===== src/rtl/card_ident_cfg.svh =====
/*
 * Constants of the card identification host: card clock timing, command
 * indices, frame lengths and response field positions.
 * Assumes a 20 MHz system clock; included by bare name.
 */
`ifndef CARD_IDENT_CFG_SVH
`define CARD_IDENT_CFG_SVH

`define SYS_CLK_HZ        20000000
`define ID_CLK_MAX_KHZ    400
// half period in system cycles, rounded up so the card clock never exceeds the limit
`define ID_CLK_HALF       ((`SYS_CLK_HZ + 2 * `ID_CLK_MAX_KHZ * 1000 - 1) / (2 * `ID_CLK_MAX_KHZ * 1000))
// card clock cycles allowed between command end bit and response start bit
`define RESP_WAIT_MAX     64
`define OPCOND_TRIES      1000

`define CMD_GO_IDLE       6'h00
`define CMD_OPCOND        6'h01
`define CMD_ALL_CID       6'h02
`define CMD_REL_ADDR      6'h03
`define CMD_APP           6'h37
`define CMD_SD_OPCOND     6'h29

`define FRAME_MSB         6'h2f
`define SHORT_BITS        8'h30
`define LONG_BITS         8'h88
`define CID_FIRST_BITS    8'h18
`define CID_WORDS         8
`define CID_WIDTH         16

`define OCR_ARG           32'h00ff_8000
`define MMC_RCA_DEFAULT   16'h0001
`define OCR_READY_BIT     39
`define RCA_MSB           39
`define RCA_LSB           24

`endif


===== src/rtl/card_ident_pkg.sv =====
/*
 * Types of the card identification host: sequencer and link states,
 * command request and status carriers.
 * Assumes nothing beyond a SystemVerilog compiler.
 */
package card_ident_pkg;

	typedef enum {
		SEQ_WAIT_CARD,
		SEQ_GO_IDLE,
		SEQ_APP_CMD,
		SEQ_SD_OPCOND,
		SEQ_MMC_OPCOND,
		SEQ_ALL_CID,
		SEQ_REL_ADDR,
		SEQ_DONE,
		SEQ_FAIL
	} seq_state_t;

	typedef enum {
		LINK_IDLE,
		LINK_SEND,
		LINK_WAIT,
		LINK_RECV,
		LINK_END
	} link_state_t;

	typedef struct packed {
		logic [5:0]  index;
		logic [31:0] arg;
		logic        long_resp;
		logic        no_resp;
	} cmd_req_t;

	typedef struct packed {
		logic busy;
		logic done;
		logic fail;
		logic sd_card;
		logic push_pull;
	} ident_status_t;

endpackage


===== src/rtl/cid_store.sv =====
/*
 * Small word store for the card identification number, one write port,
 * one read port with registered read data.
 * Assumes write and read come from the same clock domain.
 */
`timescale 1ns/1ps
module cid_store #(
	parameter int WIDTH = 16,
	parameter int DEPTH = 8
) (
	input  wire logic                     clock,
	input  wire logic                     we,
	input  wire logic [$clog2(DEPTH)-1:0] waddr,
	input  wire logic [WIDTH-1:0]         wdata,
	input  wire logic [$clog2(DEPTH)-1:0] raddr,
	output logic      [WIDTH-1:0]         rdata
);
	logic [WIDTH-1:0] mem_reg [DEPTH];

	generate
		if (DEPTH < 2 || (DEPTH & (DEPTH - 1)) != 0 || WIDTH < 1) begin : g_bad
			$error("cid_store: depth must be a power of two and width positive");
		end
	endgenerate

	always_ff @(posedge clock) begin
		if (we) begin
			mem_reg[waddr] <= wdata;
		end
	end

	always_ff @(posedge clock) begin
		rdata <= mem_reg[raddr];
	end
endmodule


===== src/rtl/card_ident_host.sv =====
/*
 * Card bus pin driver and identification sequencer: card detect on data
 * line 3, reset, supply validation, CID collection and address assignment.
 * Assumes pins are already routed to this block and a 20 MHz clock.
 */
// What this block does
// - command line is open-drain during identification, push-pull afterwards
// - card clock is always an output driven by this block
// - one driver per data line; host leaves data lines released here
// - identification mode after reset and on every new card search
// - order is detect, reset, validate supply, identify, assign address
// - card insertion is seen as data line 3 going high
// - detect sampling runs on the system clock in every state
// - cards are idle after power-up and after go-idle command
// - card clock stays at or below 400 kHz during identification
// - app-command prefix always goes right before SD operating-condition command
// - timeout on app-command prefix leads to multimedia operating-condition probe
// - timeout on multimedia operating-condition command reports identification failure
// - after operating conditions, read card identification number
// - last step asks an SD card to publish its relative address, or assigns one to a multimedia card, for transfer mode
// - after address published, card is standby and command line push-pull
// - relative card address is sixteen bits wide
`include "card_ident_cfg.svh"
`timescale 1ns/1ps
module card_ident_host import card_ident_pkg::*; #(
	parameter int          RESP_WAIT = `RESP_WAIT_MAX,
	parameter int          OP_TRIES  = `OPCOND_TRIES,
	parameter logic [15:0] MMC_RCA   = `MMC_RCA_DEFAULT
) (
	input  wire logic       clock,
	input  wire logic       nrst,
	input  wire logic       search_start,
	input  wire logic       card_cmd_line_in,
	output logic            card_cmd_line_out,
	output logic            card_cmd_line_oe,
	output logic            card_clock_out,
	input  wire logic [3:0] card_data_lines_in,
	output logic [3:0]      card_data_lines_out,
	output logic [3:0]      card_data_lines_oe,
	output logic            card_present,
	output ident_status_t   ident_status,
	output logic [15:0]     card_rca,
	input  wire logic [2:0] cid_index,
	output logic [15:0]     cid_word
);
	localparam int ID_HALF = `ID_CLK_HALF;
	localparam int DIVW    = $clog2(ID_HALF + 1);

	generate
		if (RESP_WAIT < 1 || RESP_WAIT > 255 || OP_TRIES < 1 || OP_TRIES > 65535) begin : g_bad
			$error("card_ident_host: response wait or retry count out of range");
		end
	endgenerate

	seq_state_t    seq_reg;
	link_state_t   link_reg;
	logic          cmd_s1_reg;
	logic          cmd_s2_reg;
	logic          dat3_s1_reg;
	logic          dat3_s2_reg;
	logic          present_reg;
	logic [DIVW-1:0] div_reg;
	logic          clk_reg;
	logic [47:0]   tx_reg;
	logic [5:0]    tx_cnt_reg;
	logic          long_reg;
	logic          nores_reg;
	logic          timeout_reg;
	logic [7:0]    wait_reg;
	logic [7:0]    rx_cnt_reg;
	logic [135:0]  rx_reg;
	logic [15:0]   tries_reg;
	logic [15:0]   rca_reg;
	logic          sd_reg;
	logic          pp_reg;
	logic          cmd_out_reg;
	logic          cmd_oe_reg;
	ident_status_t status_reg;
	logic          busy;
	logic          tick;
	logic          rise_en;
	logic          fall_en;
	logic          detect_rise;
	logic          link_end;
	logic          search;
	logic [7:0]    rx_cnt_next;
	logic          cid_we;
	logic [2:0]    cid_waddr;
	cmd_req_t      req;
	logic [39:0]   head;

	function automatic logic [6:0] crc7(input logic [39:0] d);
		logic [6:0] c;
		logic       fb;
		c = 7'h00;
		for (int i = 39; i >= 0; i--) begin
			fb = d[i] ^ c[6];
			c  = {c[5:0], 1'b0};
			if (fb) begin
				c = c ^ 7'h09;
			end
		end
		return c;
	endfunction

	function automatic cmd_req_t cmd_of(input seq_state_t s, input logic sd, input logic [15:0] rca);
		cmd_req_t r;
		r = '0;
		case (s)
			SEQ_GO_IDLE: r.no_resp = 1'b1;
			SEQ_APP_CMD: r.index = `CMD_APP;
			SEQ_SD_OPCOND: begin
				r.index = `CMD_SD_OPCOND;
				r.arg   = `OCR_ARG;
			end
			SEQ_MMC_OPCOND: begin
				r.index = `CMD_OPCOND;
				r.arg   = `OCR_ARG;
			end
			SEQ_ALL_CID: begin
				r.index     = `CMD_ALL_CID;
				r.long_resp = 1'b1;
			end
			SEQ_REL_ADDR: begin
				r.index = `CMD_REL_ADDR;
				r.arg   = sd ? 32'h0000_0000 : {rca, 16'h0000};
			end
			default: r.index = `CMD_GO_IDLE;
		endcase
		return r;
	endfunction

	assign busy        = !(seq_reg inside {SEQ_WAIT_CARD, SEQ_DONE, SEQ_FAIL});
	assign tick        = div_reg == DIVW'(ID_HALF - 1);
	assign rise_en     = tick && !clk_reg;
	assign fall_en     = tick && clk_reg;
	assign detect_rise = dat3_s2_reg && !present_reg;
	assign link_end    = link_reg == LINK_END;
	assign search      = search_start || detect_rise;
	assign req         = cmd_of(seq_reg, sd_reg, MMC_RCA);
	assign head        = {2'b01, req.index, req.arg};
	assign rx_cnt_next = rx_cnt_reg + 8'h01;
	assign cid_we      = link_reg == LINK_RECV && rise_en && long_reg && rx_cnt_next >= `CID_FIRST_BITS
	                     && rx_cnt_next[3:0] == 4'h8;
	assign cid_waddr   = 3'((rx_cnt_next - `CID_FIRST_BITS) >> 4);

	// pin synchronisers
	always_ff @(posedge clock) begin
		if (!nrst) begin
			cmd_s1_reg  <= 1'b1;
			cmd_s2_reg  <= 1'b1;
			dat3_s1_reg <= 1'b0;
			dat3_s2_reg <= 1'b0;
			present_reg <= 1'b0;
		end else begin
			cmd_s1_reg  <= card_cmd_line_in;
			cmd_s2_reg  <= cmd_s1_reg;
			dat3_s1_reg <= card_data_lines_in[3];
			dat3_s2_reg <= dat3_s1_reg;
			present_reg <= dat3_s2_reg;
		end
	end

	// card clock from divider; once idle it finishes a high phase and rests low, no runt pulse
	always_ff @(posedge clock) begin
		if (!nrst || (!busy && !clk_reg)) begin
			div_reg <= '0;
			clk_reg <= 1'b0;
		end else if (tick) begin
			div_reg <= '0;
			clk_reg <= !clk_reg;
		end else begin
			div_reg <= div_reg + 1'b1;
		end
	end

	// command frame out, response in
	always_ff @(posedge clock) begin
		if (!nrst) begin
			link_reg    <= LINK_IDLE;
			tx_reg      <= '0;
			tx_cnt_reg  <= '0;
			long_reg    <= 1'b0;
			nores_reg   <= 1'b0;
			timeout_reg <= 1'b0;
			wait_reg    <= '0;
			rx_cnt_reg  <= '0;
			rx_reg      <= '0;
		end else begin
			case (link_reg)
				LINK_IDLE: if (busy && fall_en) begin
					tx_reg      <= {head, crc7(head), 1'b1};
					tx_cnt_reg  <= `FRAME_MSB;
					long_reg    <= req.long_resp;
					nores_reg   <= req.no_resp;
					timeout_reg <= 1'b0;
					link_reg    <= LINK_SEND;
				end
				LINK_SEND: if (fall_en) begin
					if (tx_cnt_reg == 6'h00) begin
						link_reg <= nores_reg ? LINK_END : LINK_WAIT;
						wait_reg <= '0;
					end else begin
						tx_reg     <= {tx_reg[46:0], 1'b0};
						tx_cnt_reg <= tx_cnt_reg - 6'h01;
					end
				end
				LINK_WAIT: if (rise_en) begin
					if (!cmd_s2_reg) begin
						link_reg   <= LINK_RECV;
						rx_cnt_reg <= 8'h01;
						rx_reg     <= {rx_reg[134:0], 1'b0};
					end else if (wait_reg == 8'(RESP_WAIT)) begin
						timeout_reg <= 1'b1;
						link_reg    <= LINK_END;
					end else begin
						wait_reg <= wait_reg + 8'h01;
					end
				end
				LINK_RECV: if (rise_en) begin
					rx_reg     <= {rx_reg[134:0], cmd_s2_reg};
					rx_cnt_reg <= rx_cnt_next;
					if (rx_cnt_next == (long_reg ? `LONG_BITS : `SHORT_BITS)) begin
						link_reg <= LINK_END;
					end
				end
				default: link_reg <= LINK_IDLE;
			endcase
		end
	end

	// command pin drive
	always_ff @(posedge clock) begin
		if (!nrst) begin
			cmd_out_reg <= 1'b0;
			cmd_oe_reg  <= 1'b0;
		end else if (link_reg == LINK_SEND && pp_reg) begin
			cmd_out_reg <= tx_reg[47];
			cmd_oe_reg  <= 1'b1;
		end else begin
			cmd_out_reg <= 1'b0;
			cmd_oe_reg  <= link_reg == LINK_SEND && !tx_reg[47];
		end
	end

	// identification sequencer
	always_ff @(posedge clock) begin
		if (!nrst) begin
			seq_reg   <= SEQ_WAIT_CARD;
			tries_reg <= '0;
			sd_reg    <= 1'b0;
			pp_reg    <= 1'b0;
			rca_reg   <= '0;
		end else begin
			case (seq_reg)
				SEQ_WAIT_CARD, SEQ_DONE, SEQ_FAIL: if (search) begin
					seq_reg   <= SEQ_GO_IDLE;
					pp_reg    <= 1'b0;
					sd_reg    <= 1'b0;
					tries_reg <= '0;
				end
				SEQ_GO_IDLE: if (link_end) begin
					seq_reg <= SEQ_APP_CMD;
				end
				SEQ_APP_CMD: if (link_end) begin
					seq_reg <= timeout_reg ? SEQ_MMC_OPCOND : SEQ_SD_OPCOND;
				end
				SEQ_SD_OPCOND, SEQ_MMC_OPCOND: if (link_end) begin
					if (timeout_reg) begin
						seq_reg <= SEQ_FAIL;
					end else if (rx_reg[`OCR_READY_BIT]) begin
						sd_reg  <= seq_reg == SEQ_SD_OPCOND;
						seq_reg <= SEQ_ALL_CID;
					end else if (tries_reg == 16'(OP_TRIES - 1)) begin
						seq_reg <= SEQ_FAIL;
					end else begin
						tries_reg <= tries_reg + 16'h0001;
						if (seq_reg == SEQ_SD_OPCOND) begin
							seq_reg <= SEQ_APP_CMD;
						end
					end
				end
				SEQ_ALL_CID: if (link_end) begin
					seq_reg <= timeout_reg ? SEQ_FAIL : SEQ_REL_ADDR;
				end
				default: if (link_end) begin
					if (timeout_reg) begin
						seq_reg <= SEQ_FAIL;
					end else begin
						rca_reg <= sd_reg ? rx_reg[`RCA_MSB:`RCA_LSB] : MMC_RCA;
						pp_reg  <= 1'b1;
						seq_reg <= SEQ_DONE;
					end
				end
			endcase
		end
	end

	always_ff @(posedge clock) begin
		if (!nrst) begin
			status_reg <= '0;
		end else begin
			status_reg <= '{busy: busy, done: seq_reg == SEQ_DONE, fail: seq_reg == SEQ_FAIL,
			                sd_card: sd_reg, push_pull: pp_reg};
		end
	end

	cid_store #(
		.WIDTH (`CID_WIDTH),
		.DEPTH (`CID_WORDS)
	) u_cid (
		.clock (clock),
		.we    (cid_we),
		.waddr (cid_waddr),
		.wdata ({rx_reg[14:0], cmd_s2_reg}),
		.raddr (cid_index),
		.rdata (cid_word)
	);

	assign card_cmd_line_out   = cmd_out_reg;
	assign card_cmd_line_oe    = cmd_oe_reg;
	assign card_clock_out      = clk_reg;
	assign card_data_lines_out = 4'h0;
	assign card_data_lines_oe  = 4'h0;
	assign card_present        = present_reg;
	assign ident_status        = status_reg;
	assign card_rca            = rca_reg;

	// assertion helper: cycles since last card clock edge
	logic [7:0] phase_reg;
	always_ff @(posedge clock) begin
		if (!nrst || (!busy && !clk_reg) || tick) begin
			phase_reg <= '0;
		end else begin
			phase_reg <= phase_reg + 8'h01;
		end
	end
endmodule


===== config.mk =====
export PLATFORM = sky130hd
export DESIGN_NAME = card_ident_host
export DESIGN_NICKNAME = d
export VERILOG_FILES = /design/src/rtl/card_ident_pkg.sv /design/src/rtl/cid_store.sv /design/src/rtl/card_ident_host.sv
export VERILOG_INCLUDE_DIRS = /design/src /design/src/rtl
export SDC_FILE = /design/constraint.sdc
export NUM_CORES = 1
export LEC_CHECK = 0
export ABC_CLOCK_PERIOD_IN_PS = 7950
export BUFFER_PORTS_ARGS = -buffer_cell sky130_fd_sc_hd__buf_2
export CORE_MARGIN = 3
export CORE_UTILIZATION = 37
export DETAILED_ROUTE_END_ITERATION = 10
export PLACE_DENSITY = 0.51
export SYNTH_ARGS = -nofsm -noshare
export SYNTH_HDL_FRONTEND = slang
export SYNTH_SLANG_ARGS = --single-unit

===== constraint.sdc =====
create_clock -name clock -period 7.95 [get_ports clock]
set_clock_uncertainty 0.1 [all_clocks]
set_input_delay 1.1925 -clock clock [delete_from_list [all_inputs] [get_ports clock]]
set_output_delay 1.1925 -clock clock [all_outputs]
set_load 0.05 [all_outputs]

==> results.py, run 1 <==
metrics = {
    "status": {
        "status": "finished, final reports clean",
    },
    "timing": {
        "max_freq_mhz": 301,
        "finalHoldViolCount": 0,
        "fin_crit_sh_pct": 41.8,
        "relSlewSlack_pct": 26.9,
        "worstMarginPinSlew_ns": 1.09,
        "finalSetupTns_ns": 0,
        "fin_ws_ns": 4.63,
        "finalSetupViolations": 0,
        "finalMaxSlewViolations": 0,
        "period_minus_slack_ns": 3.32,
        "rsz0062_at_grt": "no",
    },
    "cts": {
        "cts_tree": "done",
        "cts_setup_buffers": 0,
        "clk-insertion-delay-late_ns": 0.50,
        "cts_hold_buffers": 0,
        "h-tree-depth": 2,
        "cts_sinks": 316,
        "clockBufferDepth": 3,
        "cts_buffers": 35,
        "cts_root_buf": "clkbuf_16",
        "cts.clk_slew.worst_paths_ns": 0.06,
        "cts_resized": 0,
    },
    "place": {
        "gp_congestion": 0.734,
        "port_buffers": 48,
        "dp_slack_ns": 4.64,
        "place.detailed.hpwl_um": 16200,
        "dpl_cell_area_um2": 13400,
        "place_inst": 1608,
    },
    "grt": {
        "grt_pass1_wl_um": 45000,
        "grt_pass1_vias": 8553,
        "antenna_found_initial": 0,
        "grt_max_degree": 92,
        "grt_usage_pct": 15.0,
        "grt.overflow.total": 0,
    },
    "synth": {
        "synth_top_area_share_pct": 30.0,
        "async_flop_share_pct": 0,
        "yosysTopAreaCell": "edfxtp_1",
        "yosysWarnings": 0,
        "yosysMostFrequentCell": "dfxtp_1",
        "netlist_instances": 1175,
        "synth_edf_count": 128,
        "synthTopCellsByCount": "dfxtp_1, nand2_1, a21oi_1",
        "synth_cell_types": 68,
        "ys_seq_elements": 316,
        "syn_area_per_cell_um2": 10.9,
        "ys_seq_area_share_pct": 59.3,
        "synth_area_leaders": "edfxtp_1, dfxtp_1, mux4_2, nand2_1, a21oi_1",
        "synth_area_um2": 12800,
        "ys.flop_type": "dfxtp_1",
    },
    "finish": {
        "drive_above_1_share_pct": 14.7,
        "largest_reg_flops": 128,
        "fin_area_um2": 14500,
        "diodes": 0,
        "nets": 1216,
        "n_fill_cell": 3260,
        "area_delta_synth_final_pct": 13.0,
        "stdcell_count": 1670,
    },
    "floorplan": {
        "rows": 67,
        "io_pins": 60,
        "fp.dieW_um": 192,
        "die_h_um": 192,
        "core_um2": 33900,
        "start_util_pct": 37.9,
        "die-area_um2": 36900,
    },
    "route": {
        "wl_per_cell_um": 16.5,
        "final_antenna_net_count": 0,
        "vias": 8681,
        "vias_per_cell": 5.20,
        "first_pass_iters": 5,
        "drt-initial-drc-count": 561,
        "drt-total-wl_um": 27500,
        "drc": 0,
    },
    "power_and_ir_drop": {
        "ir_drop_mv": 0.140,
        "power_uw": 3590,
        "p_leak_uw": 0.00476,
        "powerDensity_nw_per_um2": 247,
    },
    "setup_path": {
        "path_class": "reg2reg",
        "worstSetupStartpointType": "flop",
        "worstSetupEndpointType": "flop",
        "crit_fanout": 17,
        "required_ns": 8.03,
        "arrival_ns": 3.41,
    },
    "flow_run": {
        "drv_cap": 0,
    },
    "hold_path": {
        "hold_path_class": "reg2reg",
    },
}
## worst max-delay path: stages (launching register included)
cell and delay [ns]:
dfxtp_1 0.64, and3b_1 0.34, nand3_1 0.29, nor3b_1 0.50, nand4b_1 0.23, nor3_2 0.53
buf_4 0.37
## layout make-up
cell class                      count  area [um^2]  area share [%]
Sequential cell                   316         7610            52.5
Tap cell                          448          561            3.87
Inverter                           22         82.6           0.570
Clock buffer                       54         1010            6.95
Timing Repair Buffer               64          360            2.49
Clock inverter                      8         47.5           0.328
Multi-Input combinational cell    758         4820            33.3
## final timing paths
check | start | to | slack, ns | cells past startpoint
worst max-delay path | link_reg[1] | u_cid.mem_reg[6][14] | 4.63 | 6
worst min-delay path | dat3_s1_reg | dat3_s2_reg | 0.33 | 1
worst max register to register | link_reg[1] | u_cid.mem_reg[6][14] | 4.63 | 6
worst min register to register | dat3_s1_reg | dat3_s2_reg | 0.33 | 1
## per-layer routing
| layer | vias up | track usage, % | share of wire, % |
|---|---|---|---|
| met4 | 0 | 4.03 | 2.1 |
| met3 | 37 | 2.39 | 3.6 |
| met5 | - | 0 | 0 |
| met2 | 131 | 25.1 | 48 |
| met1 | 4190 | 20.2 | 46 |
| li1 | 4323 | - | - |
## logic make-up (layout without fill, tap and decap cells)
| family | count (synthesis) | after routing | share of synthesized area, % |
|---|---|---|---|
| AOI/OAI and AO/OA | 251 | 251 | 11.9 |
| xor gates and xnor gates | 17 | 17 | 1.16 |
| adders and majority gates | 8 | 8 | 0.781 |
| buffers and inverters | 108 | 148 | 3.69 |
| DFF | 316 | 316 | 59.3 |
| muxes | 50 | 50 | 7.18 |
| other | 1 | 8 | 0.0292 |
| and+or+nand+nor | 424 | 424 | 15.9 |
## stage by stage
| stage | utilization (%) | hold slack [ns] |
|---|---|---|
| after floorplan | - | 0.286 |
| after global placement | 39.7 | 0.322 |
| after detailed placement | 39.7 | 0.325 |
| after CTS | 42.8 | 0.338 |
| after global routing | 42.8 | 0.351 |
| final | 42.8 | 0.333 |
## layout by cell type (no fill, tap or decap), types with 12 or more instances in the layout
master and instances:
clkbuf_16 35, buf_2 48, a211oi_1 21, mux2_2 16, a21oi_1 130, dfxtp_1 188
mux4_2 32, nor2_1 80, or4_1 18, inv_1 20, o21ai_0 26, clkbuf_1 13
nand3_1 27, edfxtp_1 128, xnor2_1 12, o31ai_1 14, or3_1 15, buf_4 16
nor3_1 23, nand2_1 184
## report_power, final
part,internal (uW),switching [uW]
clock network,872,618
registers,1700,50.9
logic,108,238
total,2680,907
No activity file was read; power rests on OpenSTA's default activity.
==> inputs of run 2 (changes only) <==
--- a/config.mk
+++ b/config.mk
@@ -6,12 +6,13 @@
 export SDC_FILE = /design/constraint.sdc
 export NUM_CORES = 1
 export LEC_CHECK = 0
-export ABC_CLOCK_PERIOD_IN_PS = 7950
+export ABC_AREA = 1
+export ABC_CLOCK_PERIOD_IN_PS = 2700
 export BUFFER_PORTS_ARGS = -buffer_cell sky130_fd_sc_hd__buf_2
 export CORE_MARGIN = 3
 export CORE_UTILIZATION = 37
 export DETAILED_ROUTE_END_ITERATION = 10
-export PLACE_DENSITY = 0.51
+export PLACE_DENSITY = 0.52
 export SYNTH_ARGS = -nofsm -noshare
 export SYNTH_HDL_FRONTEND = slang
 export SYNTH_SLANG_ARGS = --single-unit
==> constraint.sdc (replaced) <==
create_clock -name clock -period 2.7 [get_ports clock]
set_clock_uncertainty 0.1 [all_clocks]
set_input_delay 0.405 -clock clock [delete_from_list [all_inputs] [get_ports clock]]
set_output_delay 0.405 -clock clock [all_outputs]
set_load 0.05 [all_outputs]
==> run 2 against run 1 <==
Compared with the run above: clock power rose to 3.3 times the previous value; final area up 3.7%; highest routed layer unchanged; cell count up 18%; area after synthesis up 0.90%; first-iteration DRC count down 16%; hold slack worse by 0.034 ns.
==> results.py, run 2 <==
metrics = {
    "power_and_ir_drop": {
        "pwr-share-comb_pct": 23.1,
        "powerDensity_nw_per_um2": 926,
        "sw_frac_of_total_pct": 31.6,
        "p_leak_uw": 0.00551,
        "pwr-share-seq_pct": 41.7,
        "ir_drop_mv": 0.515,
        "clkPwrFrac_pct": 35.2,
        "p_switching_uw": 4400,
        "internal_power_uw": 9530,
    },
    "place": {
        "place.detailed.hpwl_um": 17600,
        "dpl_cell_area_um2": 13800,
        "gp_congestion": 0.839,
        "port_buffers": 48,
        "place_inst": 1899,
    },
    "synth": {
        "synth_cell_types": 47,
        "ys.flop_type": "dfxtp_1",
        "synth_area_leaders": "edfxtp_1, dfxtp_1, nor2_1, o21ai_0, nand2_1",
        "yosysMostFrequentCell": "nor2_1",
        "synth_top_area_share_pct": 29.7,
        "synth_edf_count": 128,
        "yosysTopAreaCell": "edfxtp_1",
        "ys_seq_area_share_pct": 58.8,
        "yosysWarnings": 0,
        "syn_area_per_cell_um2": 8.98,
        "async_flop_share_pct": 0,
        "ys_seq_elements": 316,
        "synth_area_um2": 12900,
        "netlist_instances": 1440,
        "synthTopCellsByCount": "nor2_1, nand2_1, dfxtp_1",
    },
    "setup_path": {
        "crit_fanout": 16,
        "worstSetupStartpointType": "flop",
        "setup.worst_path.end": "u_cid.mem_reg[2][2]",
        "worstSetupEndpointType": "flop",
        "ff2ff_setup_slack_ns": 0.21,
        "critPathLaunch": "rx_cnt_reg[1]",
        "cp_slowest_cell": "dfxtp_1",
        "path_class": "reg2reg",
        "r2r_start": "rx_cnt_reg[1]",
        "max_stage_delay_ns": 0.40,
        "required_ns": 2.80,
        "r2r-end": "u_cid.mem_reg[2][2]",
        "crit_top_cell": "nand2_1",
        "path_cells": "ha_2 > nand2_1 > nor2_2 > nand2_1 > nand2_1 > inv_1 > ha_1 > nand3b_1 > nor2_1 > buf_12",
        "ff2ff_path_depth": 10,
        "arrival_ns": 2.59,
    },
    "finish": {
        "stdcell_count": 1966,
        "fin_util_pct": 44.2,
        "diodes": 0,
        "area_delta_synth_final_pct": 16.2,
        "fin_area_um2": 15000,
        "largest_reg_flops": 128,
        "layout_common_cells": "nor2_1, nand2_1, dfxtp_1",
        "nets": 1510,
        "drive_above_1_share_pct": 11.1,
        "final_common_cell": "nor2_1",
    },
    "route": {
        "vias_per_cell": 4.87,
        "wl_per_cell_um": 14.1,
        "final_antenna_net_count": 0,
        "first_pass_iters": 5,
        "vias": 9572,
        "drt-total-wl_um": 27700,
        "drt-initial-drc-count": 471,
        "drc": 0,
    },
    "grt": {
        "antenna_found_initial": 0,
        "grt_pass1_vias": 9091,
        "grt_pass1_wl_um": 46600,
        "grt_usage_pct": 15.1,
        "grt_max_degree": 68,
        "grt.overflow.total": 0,
    },
    "cts": {
        "cts_setup_buffers": 0,
        "clk-insertion-delay-late_ns": 0.51,
        "h-tree-depth": 2,
        "clockBufferDepth": 3,
        "cts_sinks": 316,
        "cts_root_buf": "clkbuf_16",
        "cts.clk_slew.worst_paths_ns": 0.06,
        "cts_buffers": 36,
        "cts_tree": "done",
    },
    "hold_path": {
        "hold_path_class": "in2reg",
    },
    "timing": {
        "relSlewSlack_pct": 57.7,
        "finalMaxSlewViolations": 0,
        "rsz0062_at_grt": "yes",
        "fin_crit_sh_pct": 92.1,
        "worstMarginPinSlew_ns": 0.630,
        "finalSetupViolations": 0,
        "finalSetupTns_ns": 0,
        "period_minus_slack_ns": 2.49,
        "finalHoldViolCount": 0,
        "max_freq_mhz": 402,
    },
    "status": {
        "status": "finished, final reports clean",
    },
    "floorplan": {
        "rows": 67,
        "die-area_um2": 37200,
        "start_util_pct": 38.0,
        "core_um2": 34000,
        "fp.dieW_um": 193,
        "die_h_um": 193,
        "io_pins": 60,
    },
    "flow_run": {
        "drv_cap": 0,
    },
}
==> run 2: cell types whose count changed in the layout (fill, tap and decap cells not counted), moves of 15 or more <==
cell       change
or3_1         -15
nor2_1       +215
inv_1         +63
or4_1         -18
mux2_2        -16
a2bb2oi_1     +15
o22ai_1       +15
a21oi_1       -52
o21ai_0      +127
mux4_2        -32
==> run 2: worst min path at each step <==
stage                 from  depth (start not counted)     endpoint
2_1_floorplan  dat3_s1_reg                          2  dat3_s2_reg
3_3_place_gp   dat3_s1_reg                          2  dat3_s2_reg
3_5_place_dp   dat3_s1_reg                          2  dat3_s2_reg
4_1_cts               nrst                          3  dat3_s1_reg
5_1_grt               nrst                          3  dat3_s1_reg
6_report              nrst                          3  dat3_s2_reg
==> run 2: worst max-delay path: cells and delay by family (launching register included) <==
family / cells / cell delay, ns
flip-flops: 1 / 0.40
buffers and inverters: 2 / 0.27
adder cells (fa/ha/maj): 2 / 0.50
AND/OR/NAND/NOR: 6 / 0.93
==> run 2: cells by family after synthesis <==
| kind of cell | count (synthesis) | share of synthesized area, % |
|---|---|---|
| other cells | 1 | 0.0290 |
| compound gates | 314 | 13.5 |
| xor+xnor | 26 | 1.76 |
| simple gates | 605 | 19.4 |
| fa+ha+maj | 8 | 0.774 |
| buf+inv | 170 | 5.65 |
| flops | 316 | 58.8 |
==> run 2: cell type report <==
cell class,count,area (um^2)
fill,3357,19000
sequential,316,7610
multi-input combinational,961,4660
clock buffer,57,1080
timing repair buffer,84,644
tap,448,561
inverter,92,347
clock inverter,8,128
==> run 2: what timing repair did <==
item | in CTS | in global routing
gates resized for setup | 0 | 7
endpoints found under the setup margin | 0 | 125
hold endpoints to repair | 2 | 0
hold buffers | 2 | 0
==> run 2: through the flow <==
stage               hold WS, ns  power, uW  setup slack [ns]
floorplan                 0.290       8430           -0.0629
global placement          0.294       9100             0.209
detailed placement        0.306       9130             0.164
CTS                       0.277      14100             0.137
global route              0.324      14800           -0.0187
finish                    0.300      13900             0.212
==> run 2: routing by layer <==
| layer | global-route usage, % | part of all wire, % |
|---|---|---|
| met1 | 21.6 | 50 |
| met2 | 24.2 | 45 |
| met3 | 2.39 | 3.3 |
| met4 | 3.67 | 1.7 |
| met5 | 0 | 0 |
==> run 2: power groups by stage <==
stage / clock network [uW] / logic (uW) / registers, uW
global placement: 0 / 3210 / 5890
detailed placement: 0 / 3220 / 5900
floorplan: 0 / 2500 / 5930
finish: 4910 / 3210 / 5810
CTS: 5060 / 3250 / 5810
global route: 5270 / 3700 / 5870
